===== config.mk =====
export PLATFORM = sky130hd
export DESIGN_NAME = core_phase_pipeline_status
export DESIGN_NICKNAME = d
export VERILOG_FILES = /design/src/core_phase_pipeline_status.v
export VERILOG_INCLUDE_DIRS = /design/src
export SDC_FILE = /design/constraint.sdc
export NUM_CORES = 1
export LEC_CHECK = 0
export BUFFER_PORTS_ARGS = -buffer_cell sky130_fd_sc_hd__buf_2
export CAP_MARGIN = 20
export CORE_UTILIZATION = 48
export DETAILED_ROUTE_END_ITERATION = 8
export GPL_TIMING_DRIVEN = 1
export PLACE_DENSITY = 0.74
export SLEW_MARGIN = 25
export SYNTH_ARGS = -nofsm -noshare
export SYNTH_HDL_FRONTEND = slang
export SYNTH_SLANG_ARGS = --single-unit

===== constraint.sdc =====
create_clock -name CLK_I -period 3.3 [get_ports CLK_I]
set_input_delay 0.495 -clock CLK_I [delete_from_list [all_inputs] [get_ports CLK_I]]
set_output_delay 0.495 -clock CLK_I [all_outputs]
set_load 0.05 [all_outputs]

===== src/core_consts.vh =====
`ifndef CORE_CONSTS_VH
`define CORE_CONSTS_VH
// ----------------------------------------------------------------
// Register indices (byte address = index * 4)
// ----------------------------------------------------------------
`define IDX_INDPORT 6'h00
`define IDX_PCBYTE 6'h02
`define IDX_STATUS 6'h03
`define IDX_PTR 6'h04
`define IDX_PCHI 6'h0A
`define IDX_CTRL 6'h10
`define IDX_WREG 6'h11
`define IDX_IREG 6'h12
// ----------------------------------------------------------------
// Core file addresses, mirrored in every bank
// ----------------------------------------------------------------
`define F_INDPORT 7'h00
`define F_PCBYTE 7'h02
`define F_STATUS 7'h03
`define F_PTR 7'h04
`define F_PCHI 7'h0A
// ----------------------------------------------------------------
// Status bit positions and reset values
// ----------------------------------------------------------------
`define ST_C 0
`define ST_DIGC 1
`define ST_Z 2
`define ST_PWRDN 3
`define ST_WDOG 4
`define ST_BANK0 5
`define ST_BANK1 6
`define ST_IBANK 7
`define STATUS_RST 8'h18
`define CTRL_RUN 0
`define CTRL_PLL 1
`define CTRL_RST 2'h1
// ----------------------------------------------------------------
// Opcodes in instruction bits 13:10; jump prefix in bits 13:11
// ----------------------------------------------------------------
`define OP_NOP 4'h0
`define OP_STOREW 4'h1
`define OP_CLEAR 4'h2
`define OP_ADDWF 4'h3
`define OP_SUBWF 4'h4
`define OP_SWAPNIB 4'h5
`define OP_MOVF 4'h6
`define OP_BITCLR 4'h7
`define OP_BITSET 4'h8
`define OP_MOVLW 4'h9
`define OP_ADDLW 4'hA
`define OP_SUBLW 4'hB
`define JUMP_PFX 3'h7
`define PHASE_RST 4'h1
`endif


===== src/core_phase_pipeline_status.v =====
// The Avalon-MM register port was left to the implementer.
`timescale 1ns/1ns
`default_nettype none
`include "core_consts.vh"
module core_phase_pipeline_status (
	input wire CLK_I,
	input wire RESETN_I,
	input wire [7:0] AVS_ADDRESS_I,
	input wire AVS_READ_I,
	input wire AVS_WRITE_I,
	input wire [31:0] AVS_WRITEDATA_I,
	input wire [3:0] AVS_BYTEENABLE_I,
	output reg [31:0] AVS_READDATA_O,
	output reg AVS_WAITREQUEST_O,
	input wire WDT_TIMEOUT_I,
	input wire SLEEP_I,
	input wire CLRWDT_I,
	output reg [12:0] PM_ADDR_O,
	input wire [13:0] PM_DATA_I,
	output reg [8:0] DM_ADDR_O,
	output reg DM_RD_O,
	output reg DM_WR_O,
	output reg [7:0] DM_WDATA_O,
	input wire [7:0] DM_RDATA_I,
	output reg [3:0] PHASE_O,
	output reg FLUSH_O
);
	// ------------------------------------------------------------
	// Decode helpers
	// ------------------------------------------------------------
	// Core registers answer at the same low address in every bank
	function is_core;
		input [6:0] fa;
		begin
			is_core = (fa == `F_INDPORT) || (fa == `F_PCBYTE) ||
				(fa == `F_STATUS) || (fa == `F_PTR) ||
				(fa == `F_PCHI);
		end
	endfunction

	reg [1:0] ctrl_q;
	reg div_q;
	reg [12:0] pc_q;
	reg [13:0] ir_q;
	reg [7:0] w_q;
	reg [7:0] status_q;
	reg [7:0] status_d;
	reg [7:0] ptr_q;
	reg [4:0] pchi_q;
	reg [7:0] opnd_q;
	reg [7:0] res_q;
	reg [2:0] flg_q;
	reg [2:0] aff_q;
	reg wr_w_q;
	reg wr_core_q;

	// ------------------------------------------------------------
	// Clock source and phase enables
	// ------------------------------------------------------------
	// PLL path runs at full rate; direct path at half rate
	wire iclk_en = ctrl_q[`CTRL_PLL] | div_q;
	wire tick = iclk_en & ctrl_q[`CTRL_RUN];
	wire ph1 = tick & PHASE_O[0];
	wire ph2 = tick & PHASE_O[1];
	wire ph3 = tick & PHASE_O[2];
	wire ph4 = tick & PHASE_O[3];

	// Divider and phase rotation
	always @(posedge CLK_I or negedge RESETN_I) begin
		if (!RESETN_I) begin
			div_q <= 1'b0;
			PHASE_O <= `PHASE_RST;
		end else begin
			div_q <= ~div_q;
			if (tick) begin
				PHASE_O <= {PHASE_O[2:0], PHASE_O[3]};
			end
		end
	end

	// ------------------------------------------------------------
	// Instruction decode
	// ------------------------------------------------------------
	// A flushed slot decodes as a no-op
	wire [3:0] op = FLUSH_O ? `OP_NOP : ir_q[13:10];
	wire is_jump = ~FLUSH_O & (ir_q[13:11] == `JUMP_PFX);
	wire [6:0] fa = ir_q[6:0];
	wire [2:0] bsel = ir_q[9:7];
	wire dbit = ir_q[7];
	wire [7:0] lit = ir_q[7:0];
	wire indir = (fa == `F_INDPORT);
	wire core_f = is_core(fa) & ~indir;
	// Direct address uses bank bits; indirect uses pointer
	wire [8:0] eff_addr = indir ?
		{status_q[`ST_IBANK], ptr_q} :
		{status_q[`ST_BANK1:`ST_BANK0], fa};

	// Core register read mux for read-modify-write on core files
	reg [7:0] core_rd;
	always @* begin
		case (fa)
		`F_PCBYTE: core_rd = pc_q[7:0];
		`F_STATUS: core_rd = status_q;
		`F_PTR: core_rd = ptr_q;
		`F_PCHI: core_rd = {3'h0, pchi_q};
		default: core_rd = 8'h00;
		endcase
	end

	wire [7:0] a_opnd = core_f ? core_rd : opnd_q;

	// ------------------------------------------------------------
	// Arithmetic and logic
	// ------------------------------------------------------------
	reg [8:0] sum;
	reg [4:0] nib;
	reg [7:0] alu_res;
	reg [2:0] aff;
	reg to_file;
	reg to_w;
	reg rd_f;
	reg do_add;
	reg [7:0] x;
	reg [7:0] y;
	reg cin;
	always @* begin
		alu_res = 8'h00;
		aff = 3'h0;
		to_file = 1'b0;
		to_w = 1'b0;
		rd_f = 1'b0;
		do_add = 1'b0;
		x = a_opnd;
		y = w_q;
		cin = 1'b0;
		if (!is_jump) begin
			case (op)
			`OP_STOREW: begin
				alu_res = w_q;
				to_file = 1'b1;
			end
			`OP_CLEAR: begin
				aff = 3'b100;
				to_file = 1'b1;
			end
			`OP_ADDWF: begin
				do_add = 1'b1;
				rd_f = 1'b1;
			end
			`OP_SUBWF: begin
				do_add = 1'b1;
				rd_f = 1'b1;
				y = ~w_q;
				cin = 1'b1;
			end
			`OP_SWAPNIB: begin
				alu_res = {a_opnd[3:0], a_opnd[7:4]};
				rd_f = 1'b1;
			end
			`OP_MOVF: begin
				alu_res = a_opnd;
				aff = 3'b100;
				rd_f = 1'b1;
			end
			`OP_BITCLR: begin
				alu_res = a_opnd & ~(8'h01 << bsel);
				rd_f = 1'b1;
				to_file = 1'b1;
			end
			`OP_BITSET: begin
				alu_res = a_opnd | (8'h01 << bsel);
				rd_f = 1'b1;
				to_file = 1'b1;
			end
			`OP_MOVLW: begin
				alu_res = lit;
				to_w = 1'b1;
			end
			`OP_ADDLW: begin
				do_add = 1'b1;
				x = lit;
				to_w = 1'b1;
			end
			`OP_SUBLW: begin
				do_add = 1'b1;
				x = lit;
				y = ~w_q;
				cin = 1'b1;
				to_w = 1'b1;
			end
			default: begin
				alu_res = 8'h00;
			end
			endcase
			// File-sourced ops other than bit clear/set pick destination from the d bit
			if (rd_f && (op != `OP_BITCLR) && (op != `OP_BITSET)) begin
				to_file = dbit;
				to_w = ~dbit;
			end
		end
		// Subtract is add of two's complement, so carry = no borrow
		sum = {1'b0, x} + {1'b0, y} + {8'h00, cin};
		nib = {1'b0, x[3:0]} + {1'b0, y[3:0]} + {4'h0, cin};
		if (do_add) begin
			alu_res = sum[7:0];
			aff = 3'b111;
		end
	end

	// Computed flags: zero, nibble carry, top carry
	wire z_flag = (alu_res == 8'h00);
	wire nib_flag = nib[4];
	wire c_flag = sum[8];
	wire [2:0] merged = ({flg_q[2], flg_q[1], flg_q[0]} & aff_q) |
		(status_q[2:0] & ~aff_q);

	// ------------------------------------------------------------
	// Register bus decode
	// ------------------------------------------------------------
	wire [5:0] idx = AVS_ADDRESS_I[7:2];
	// Write completes only at the edge where waitrequest is low
	wire bus_wr = AVS_WRITE_I & ~AVS_WAITREQUEST_O &
		AVS_BYTEENABLE_I[0];
	wire [7:0] bdat = AVS_WRITEDATA_I[7:0];
	wire core_commit = ph4 & wr_core_q;

	// ------------------------------------------------------------
	// Status next value
	// ------------------------------------------------------------
	// Bus writes land after the core so software wins a collision
	always @* begin
		status_d = status_q;
		if (ph4) begin
			status_d[2:0] = merged;
		end
		if (core_commit && (fa == `F_STATUS)) begin
			status_d[7:5] = res_q[7:5];
			// Flag-affecting ops keep computed flags
			if (aff_q == 3'h0) begin
				status_d[2:0] = res_q[2:0];
			end else begin
				status_d[2:0] = merged;
			end
		end
		if (bus_wr && (idx == `IDX_STATUS)) begin
			status_d[7:5] = bdat[7:5];
			status_d[2:0] = bdat[2:0];
		end
		// Reset-cause flags move only by hardware events
		if (CLRWDT_I) begin
			status_d[`ST_WDOG] = 1'b1;
			status_d[`ST_PWRDN] = 1'b1;
		end else if (SLEEP_I) begin
			status_d[`ST_WDOG] = 1'b1;
			status_d[`ST_PWRDN] = 1'b0;
		end
		if (WDT_TIMEOUT_I) begin
			status_d[`ST_WDOG] = 1'b0;
		end
	end

	// ------------------------------------------------------------
	// Pipeline and core registers
	// ------------------------------------------------------------
	always @(posedge CLK_I or negedge RESETN_I) begin
		if (!RESETN_I) begin
			ctrl_q <= `CTRL_RST;
			pc_q <= 13'h0000;
			PM_ADDR_O <= 13'h0000;
			ir_q <= 14'h0000;
			FLUSH_O <= 1'b1;
			w_q <= 8'h00;
			status_q <= `STATUS_RST;
			ptr_q <= 8'h00;
			pchi_q <= 5'h00;
			opnd_q <= 8'h00;
			res_q <= 8'h00;
			flg_q <= 3'h0;
			aff_q <= 3'h0;
			wr_w_q <= 1'b0;
			wr_core_q <= 1'b0;
			DM_ADDR_O <= 9'h000;
			DM_RD_O <= 1'b0;
			DM_WR_O <= 1'b0;
			DM_WDATA_O <= 8'h00;
		end else begin
			status_q <= status_d;
			// Fetch address out, counter steps
			if (ph1) begin
				PM_ADDR_O <= pc_q;
				pc_q <= pc_q + 13'h0001;
				DM_ADDR_O <= eff_addr;
				DM_RD_O <= rd_f & ~core_f;
			end
			// Operand sampled at the close of phase two
			if (ph2) begin
				DM_RD_O <= 1'b0;
				opnd_q <= DM_RDATA_I;
			end
			// Result and flags settle; memory write opens
			if (ph3) begin
				res_q <= alu_res;
				flg_q <= {z_flag, nib_flag, c_flag};
				aff_q <= aff;
				wr_w_q <= to_w;
				wr_core_q <= to_file & core_f;
				DM_WDATA_O <= alu_res;
				DM_WR_O <= to_file & ~core_f;
			end
			if (ph4) begin
				DM_WR_O <= 1'b0;
				// Next word latched while this one retires
				ir_q <= PM_DATA_I;
				FLUSH_O <= 1'b0;
				aff_q <= 3'h0;
				if (wr_w_q) begin
					w_q <= res_q;
				end
				if (is_jump) begin
					// Prefetched slot dies; branch costs two cycles
					pc_q <= {pchi_q[4:3], ir_q[10:0]};
					FLUSH_O <= 1'b1;
				end
				if (core_commit) begin
					case (fa)
					`F_PCBYTE: begin
						pc_q <= {pchi_q, res_q};
						FLUSH_O <= 1'b1;
					end
					`F_PTR: ptr_q <= res_q;
					`F_PCHI: pchi_q <= res_q[4:0];
					default: ptr_q <= ptr_q;
					endcase
				end
			end
			if (bus_wr) begin
				case (idx)
				`IDX_PCBYTE: begin
					pc_q <= {pchi_q, bdat};
					FLUSH_O <= 1'b1;
				end
				`IDX_PTR: ptr_q <= bdat;
				`IDX_PCHI: pchi_q <= bdat[4:0];
				`IDX_CTRL: ctrl_q <= bdat[1:0];
				`IDX_WREG: w_q <= bdat;
				default: ctrl_q <= ctrl_q;
				endcase
			end
		end
	end

	// ------------------------------------------------------------
	// Register bus read mux and handshake
	// ------------------------------------------------------------
	// Indirect port holds no storage of its own, so the bus reads zero
	reg [7:0] rd_mux;
	always @* begin
		case (idx)
		`IDX_PCBYTE: rd_mux = pc_q[7:0];
		`IDX_STATUS: rd_mux = status_q;
		`IDX_PTR: rd_mux = ptr_q;
		`IDX_PCHI: rd_mux = {3'h0, pchi_q};
		`IDX_CTRL: rd_mux = {6'h00, ctrl_q};
		`IDX_WREG: rd_mux = w_q;
		`IDX_IREG: rd_mux = ir_q[7:0];
		default: rd_mux = 8'h00;
		endcase
	end

	// Fixed one wait cycle keeps the bus timing independent of phase
	always @(posedge CLK_I or negedge RESETN_I) begin
		if (!RESETN_I) begin
			AVS_WAITREQUEST_O <= 1'b1;
			AVS_READDATA_O <= 32'h00000000;
		end else if ((AVS_READ_I || AVS_WRITE_I) && AVS_WAITREQUEST_O) begin
			AVS_WAITREQUEST_O <= 1'b0;
			AVS_READDATA_O <= {24'h000000, rd_mux};
		end else begin
			AVS_WAITREQUEST_O <= 1'b1;
		end
	end
endmodule
`default_nettype wire


==> results.json, run 1 <==
{
  "outcome": "finished, violations left",
  "violations": "negative setup slack",
  "synthMuxAreaShare_pct": 8.35,
  "rsz0062_at_grt": "true",
  "maxSlewHeadroom_pct": 40.0,
  "hold_class": "input pin to asynchronous set/reset pin",
  "dp.cells": 1131,
  "grt.total_usage_pct": 30.5,
  "finalSetupTns_ns": -0.329,
  "ir_drop_mv": 0.354,
  "cts-htree-levels": 4,
  "setup_viol": 3,
  "startpoint_type": "flop",
  "die_h_um": 125,
  "cts.path.max_buffers": 2,
  "end_kind": "flop",
  "cts_buffers": 17,
  "path_clk_slew_ns": 0.06,
  "n_antenna_cell": 0,
  "yosys.area_share.simple_pct": 19.5,
  "die_x_um": 125,
  "synthXorXnorAreaFrac_pct": 2.91,
  "worst_slack_ns": -0.165,
  "required_ns": 3.61,
  "area_growth_pct": 26.9,
  "rows": 44,
  "dr.pass1.iters": 9,
  "wl_um": 23500,
  "ctsHoldBuffers": 0,
  "yosys.cell_types.count": 71,
  "wl_per_cell_um": 20.0,
  "root_buffer": "clkbuf_16",
  "grt_start_max_net_pins": 51,
  "grt.overflow.total": 0,
  "p_per_area_nw_per_um2": 410,
  "path_class": "flop to flop",
  "synth_edf_count": 0,
  "synth_top_cell_by_area": "dfrtp_1",
  "port_buffers": 89,
  "worst_hold_slack_ns": 0.0903,
  "syn_inst": 818,
  "synth_top_family_by_area": "compound AO/OA/AOI/OAI gates",
  "worstMarginPinSlew_ns": 0.888,
  "timing.rr.end": "res_q[7]$_DFFE_PN0P_",
  "drt-vias-per-instance": 5.95,
  "drv_slew": 0,
  "leakage_nw": 4.30,
  "drt-initial-drc-count": 723,
  "cts_sinks": 120,
  "clock.fmax_mhz": 289,
  "drive_gt1_share_pct": 30.1,
  "die_area_um2": 15500,
  "gp_congestion": 0.990,
  "synth_ff_type": "dfrtp_1",
  "period_share_pct": 105,
  "stdcell_count": 1174,
  "synth-compound-area-share_pct": 19.7,
  "ys_ff_latch": 120,
  "grt_pass1_vias": 6403,
  "core_um2": 14600,
  "avgSynthCellArea_um2": 8.83,
  "async_flop_share_pct": 100,
  "layout.nets": 1061,
  "maxCapViolCount": 0,
  "hold_violations": 0,
  "fin_crit_ns": 3.47,
  "synth.cell_area_um2": 7220,
  "dpl.hpwl_um": 17100,
  "place_ws_ns": -0.219,
  "cp.arrival_ns": 3.78,
  "initial_core_util_pct": 49.5,
  "drcViolationCount": 0,
  "cp_max_fo": 4,
  "antenna_left": 0,
  "worstReg2RegStart": "ir_q[3]$_DFFE_PN0P_",
  "vias": 6989,
  "synth_seq_area_share_pct": 41.7,
  "antenna_found_initial": 0,
  "synth_top_area_share_pct": 39.5,
  "grt_pass1_wl_um": 36000,
  "clock_latency_ns": 0.43,
  "synth.area.top_cells": "dfrtp_1, nand2_1, mux2i_1",
  "yosys_warnings": 0,
  "reg2reg_depth": 13,
  "synthTopCellsByCount": "nand2_1, dfrtp_1, o21ai_0, a21oi_1, nor2_1",
  "cts_tree": "built",
  "rrSetupSlack_ns": -0.17,
  "synthAdderAreaFrac_pct": 1.94,
  "ios": 143,
  "yosysMostFrequentCell": "nand2_1",
  "clock_skew_ns": 0.00978
}
==> layout by cell type, fill, tap and decap left out, drive strengths merged, types with 5 or more instances in the layout <==
cell type / Yosys / final
nor3: 11 / 11
dfstp: 6 / 6
or3: 6 / 6
nand2: 167 / 167
nand4: 5 / 5
a211oi: 6 / 6
a222oi: 9 / 9
ha: 8 / 8
nand3: 9 / 9
mux2i: 34 / 34
nor2: 60 / 60
or2: 5 / 5
a221o: 6 / 6
and3: 7 / 7
conb: 1 / 24
inv: 12 / 14
nor2b: 7 / 7
a22oi: 12 / 12
a22o: 6 / 6
a21o: 12 / 12
a21oi: 61 / 61
xor2: 13 / 13
o21ai: 63 / 63
xnor2: 11 / 11
clkbuf: 32 / 20
dfrtp: 114 / 114
a221oi: 5 / 5
clkinvlp: 0 / 5
buf: 38 / 188
mux2: 23 / 23
o22ai: 9 / 9
==> sequential cells by signal, summed over array words and instances (netlist names), 4 cells and up <==
register	flops
opnd_q	8
AVS_READDATA_O	8
pchi_q	5
w_q	8
PHASE_O	4
pc_q	13
res_q	8
status_q	8
PM_ADDR_O	13
ptr_q	8
ir_q	14
DM_ADDR_O	9
==> worst max-delay path by stage <==
stage | to | cells past startpoint | from
3_3_place_gp | flg_q[2]$_DFFE_PN0P_ | 13 | ir_q[0]$_DFFE_PN0P_
2_1_floorplan | flg_q[2]$_DFFE_PN0P_ | 14 | ir_q[0]$_DFFE_PN0P_
5_1_grt | flg_q[2]$_DFFE_PN0P_ | 12 | ir_q[3]$_DFFE_PN0P_
4_1_cts | res_q[7]$_DFFE_PN0P_ | 13 | ir_q[3]$_DFFE_PN0P_
6_report | res_q[7]$_DFFE_PN0P_ | 13 | ir_q[3]$_DFFE_PN0P_
3_5_place_dp | flg_q[2]$_DFFE_PN0P_ | 14 | ir_q[0]$_DFFE_PN0P_
==> per-layer routing <==
layer	global-route usage [%]	routed length, µm	up-vias
li1	-	-	3196
met1	40.4	9400	3269
met2	46.8	10700	420
met3	6.57	2210	104
met4	15.9	1240	0
met5	0	0	-
==> power breakdown <==
part	total (mW)	internal [mW]	switching (mW)
Sequential	1.58	1.52	0.0531
Combinational	0.435	0.161	0.274
Clock	1.75	1.05	0.699
==> area by class of cell <==
class                      instances  area (µm²)
fill                            1228        5420
multi-input combinational        639        4100
sequential                       120        3010
timing repair buffer             188        1240
clock buffer                      20         447
tap                              184         230
clock inverter                    11         100
inverter                          12        45.0
==> critical path, stage by stage (launching register included) <==
cell       delay [ns]
dfrtp_2          0.45
nor4b_4          0.33
buf_4            0.17
o31a_4           0.19
mux2i_4          0.27
mux2i_2          0.12
fa_2             0.43
nor2b_2          0.16
o2111ai_2        0.13
a21oi_1          0.21
a211oi_2         0.07
xnor2_1          0.14
a2111o_1         0.41
mux2_2           0.27
==> what timing repair did <==
action | CTS | global route
cloned | 0 | 0
pin swaps | 1 | 28
gates resized for setup | 6 | 47
setup endpoints to repair | 7 | 9
buffers inserted | 1 | 12
==> per-stage QoR <==
step                utilization [%]  power (mW)  area, µm²
floorplan                         -        1.84       7330
global placement               56.9        1.99       8300
detailed placement             56.9        2.00       8300
CTS                            60.9        3.74       8880
global route                   62.9        3.87       9170
finish                         62.9        3.76       9170
==> kinds of logic (layout without fill, tap and decap cells) <==
group | Yosys count | in the layout
simple gates | 306 | 306
compound gates | 218 | 218
flops | 120 | 120
buf+inv | 82 | 231
mux | 57 | 57
xor+xnor | 24 | 24
fa+ha+maj | 10 | 10
other cells | 1 | 24
Note: power is estimated with default switching activity, not from simulation.
==> run 2: changes to the inputs <==
Settings changed: CORE_MARGIN set to 2, HOLD_SLACK_MARGIN set to 0.02.
==> run 2 against run 1 <==
Compared with the run above:
- the run still ends with negative setup slack left
- flip-flop and latch count stayed put
- final cell count is 0.77% lower
- core utilization is 0.62 points lower
- first-iteration DRC count is 24% higher
- hold slack better by 0.023 ns
- die area is 3.2% higher
- non-clock buffer count is 10 lower
- maximum frequency is 2.3% lower
- count of clock-buffer cells in the layout is 5 higher
- via count is 0.36% higher
- critical endpoint unchanged
- largest cell class unchanged
==> results.json, run 2 (synthesized netlist as in run 1, its figures left out) <==
{
  "outcome": "finished, violations left",
  "violations": "negative setup slack",
  "clock_skew_ns": 0.00470,
  "power_frac_comb_pct": 10.8,
  "timing.rr.end": "res_q[7]$_DFFE_PN0P_",
  "clock_latency_ns": 0.43,
  "p_per_area_nw_per_um2": 442,
  "rows": 44,
  "largest_register_ffs": 14,
  "grt_pass1_vias": 6725,
  "drcViolationCount": 0,
  "die_h_um": 127,
  "pwr-share-seq_pct": 39.2,
  "fin_crit_ns": 3.55,
  "cp_max_fo": 5,
  "antenna_found_initial": 0,
  "leakage_nw": 4.30,
  "worst_slack_ns": -0.246,
  "drt-initial-drc-count": 898,
  "crit_start": "ir_q[1]$_DFFE_PN0P_",
  "top_register": "ir_q",
  "hold_class": "input pin to asynchronous set/reset pin",
  "dr.pass1.iters": 7,
  "initial_core_util_pct": 49.3,
  "cts.path.max_buffers": 2,
  "antenna_left": 0,
  "wl_um": 24500,
  "die_x_um": 127,
  "cp.arrival_ns": 3.85,
  "top_regs": "ir_q: 14 flops, PM_ADDR_O: 13 flops, pc_q: 13 flops",
  "worstMarginPinSlew_ns": 0.859,
  "area_growth_pct": 26.2,
  "maxCapViolCount": 0,
  "required_ns": 3.61,
  "period_share_pct": 107,
  "p_int_mw": 3.02,
  "maxSlewHeadroom_pct": 42.3,
  "end_kind": "flop",
  "final_common_cell": "nand2_1",
  "clock.fmax_mhz": 282,
  "wl_per_cell_um": 21.0,
  "switching_share_pct": 24.9,
  "reg2reg_depth": 14,
  "port_buffers": 89,
  "cts-htree-levels": 4,
  "path_class": "flop to flop",
  "clkPwrFrac_pct": 50.1,
  "hold_violations": 0,
  "layout.nets": 1051,
  "ir_drop_mv": 0.361,
  "cts_buffers": 17,
  "drv_slew": 0,
  "core_um2": 14600,
  "n_antenna_cell": 0,
  "rsz0062_at_grt": "true",
  "grt.total_usage_pct": 30.6,
  "grt_start_max_net_pins": 55,
  "drt-vias-per-instance": 6.02,
  "worstReg2RegStart": "ir_q[1]$_DFFE_PN0P_",
  "layout_common_cells": "nand2_1, dfrtp_1, buf_2, buf_4, nor2_1",
  "netSwitchingPower_mw": 1.00,
  "cts_tree": "built",
  "grt_pass1_wl_um": 37200,
  "die_area_um2": 16000,
  "dpl.hpwl_um": 17300,
  "setup_viol": 3,
  "rrSetupSlack_ns": -0.25,
  "endpoint": "res_q[7]$_DFFE_PN0P_",
  "grt.overflow.total": 0,
  "gp_congestion": 0.987,
  "drive_gt1_share_pct": 28.7,
  "vias": 7014,
  "final_cell_area_um2": 9110,
  "startpoint_type": "flop",
  "p_total_mw": 4.03,
  "cts_sinks": 120,
  "root_buffer": "clkbuf_16",
  "ios": 143,
  "path_clk_slew_ns": 0.05,
  "detailed_place.area_um2": 8220
}
==> run 2: cell count changes in the layout (fill, tap and decap cells not counted), moves of 3 or more <==
cell / previous run / this run
buf_6: 6 / 10
clkinvlp_4: 5 / 0
bufinv_16: 1 / 4
clkbuf_8: 1 / 4
buf_4: 92 / 80
==> run 2: worst max-delay path, stage by stage (launching register included) <==
cell       delay, ns
dfrtp_2         0.45
nor3b_4         0.18
buf_4           0.15
o31ai_2         0.50
nand2b_1        0.15
nand2_1         0.09
o21ai_1         0.09
ha_1            0.33
nor2b_4         0.14
o2111ai_4       0.24
a21oi_2         0.10
a211oi_2        0.18
xnor2_1         0.11
a2111o_1        0.43
mux2_2          0.28
==> run 2: worst min path at each step <==
| stage | startpoint | to | slack (ns) | depth (start not counted) |
|---|---|---|---|---|
| floorplan | RESETN_I | AVS_READDATA_O[0]$_DFFE_PN0P_ | 0.20 | 0 |
| global placement | wr_w_q$_DFFE_PN0P_ | wr_w_q$_DFFE_PN0P_ | 0.45 | 2 |
| detailed placement | wr_w_q$_DFFE_PN0P_ | wr_w_q$_DFFE_PN0P_ | 0.46 | 2 |
| CTS | RESETN_I | ir_q[0]$_DFFE_PN0P_ | 0.15 | 1 |
| global route | RESETN_I | ir_q[0]$_DFFE_PN0P_ | 0.18 | 1 |
| finish | RESETN_I | ir_q[1]$_DFFE_PN0P_ | 0.11 | 1 |
==> run 2: cell type report <==
| cell class | instances | area [µm²] |
|---|---|---|
| Fill cell | 1268 | 5530 |
| Multi-Input combinational cell | 639 | 4040 |
| Sequential cell | 120 | 3010 |
| Timing Repair Buffer | 178 | 1150 |
| Clock buffer | 25 | 495 |
| Tap cell | 184 | 230 |
| Clock inverter | 7 | 139 |
| Inverter | 12 | 45.0 |
==> run 2: power by group through the flow <==
stage | combinational (mW) | sequential (mW) | clock, mW
floorplan | 0.225 | 1.62 | 0
global placement | 0.394 | 1.60 | 0
detailed placement | 0.398 | 1.60 | 0
CTS | 0.415 | 1.57 | 2.03
global route | 0.465 | 1.58 | 2.10
finish | 0.433 | 1.58 | 2.02
==> run 2: stage by stage <==
stage               std cells  setup WS [ns]  hold WS, ns  TNS, ns  util [%]
global route             1165         -0.324        0.178    -1.31      62.2
finish                   1165         -0.246        0.113   -0.464      62.2
floorplan                 841        -0.0199        0.199  -0.0199         -
CTS                      1161         -0.148        0.146   -0.274      61.2
global placement         1123         -0.154        0.453   -0.329      56.1
detailed placement       1123         -0.203        0.460   -0.559      56.1
==> run 2: metal layers <==
metal	track usage, %	share of wire (%)	up-vias
met4	16.1	5.4	0
met5	0	0	-
met1	38.5	39	3323
met2	49.2	46	403
met3	7.47	9.2	107
li1	-	-	3181
==> run 2: timing repair <==
item                       in CTS  in global routing
cloned                          0                  0
setup buffers                   6                  5
resized for setup              16                 29
hold buffers                    0                  0
setup endpoints to repair       7                  8
pin swaps                      14                 17
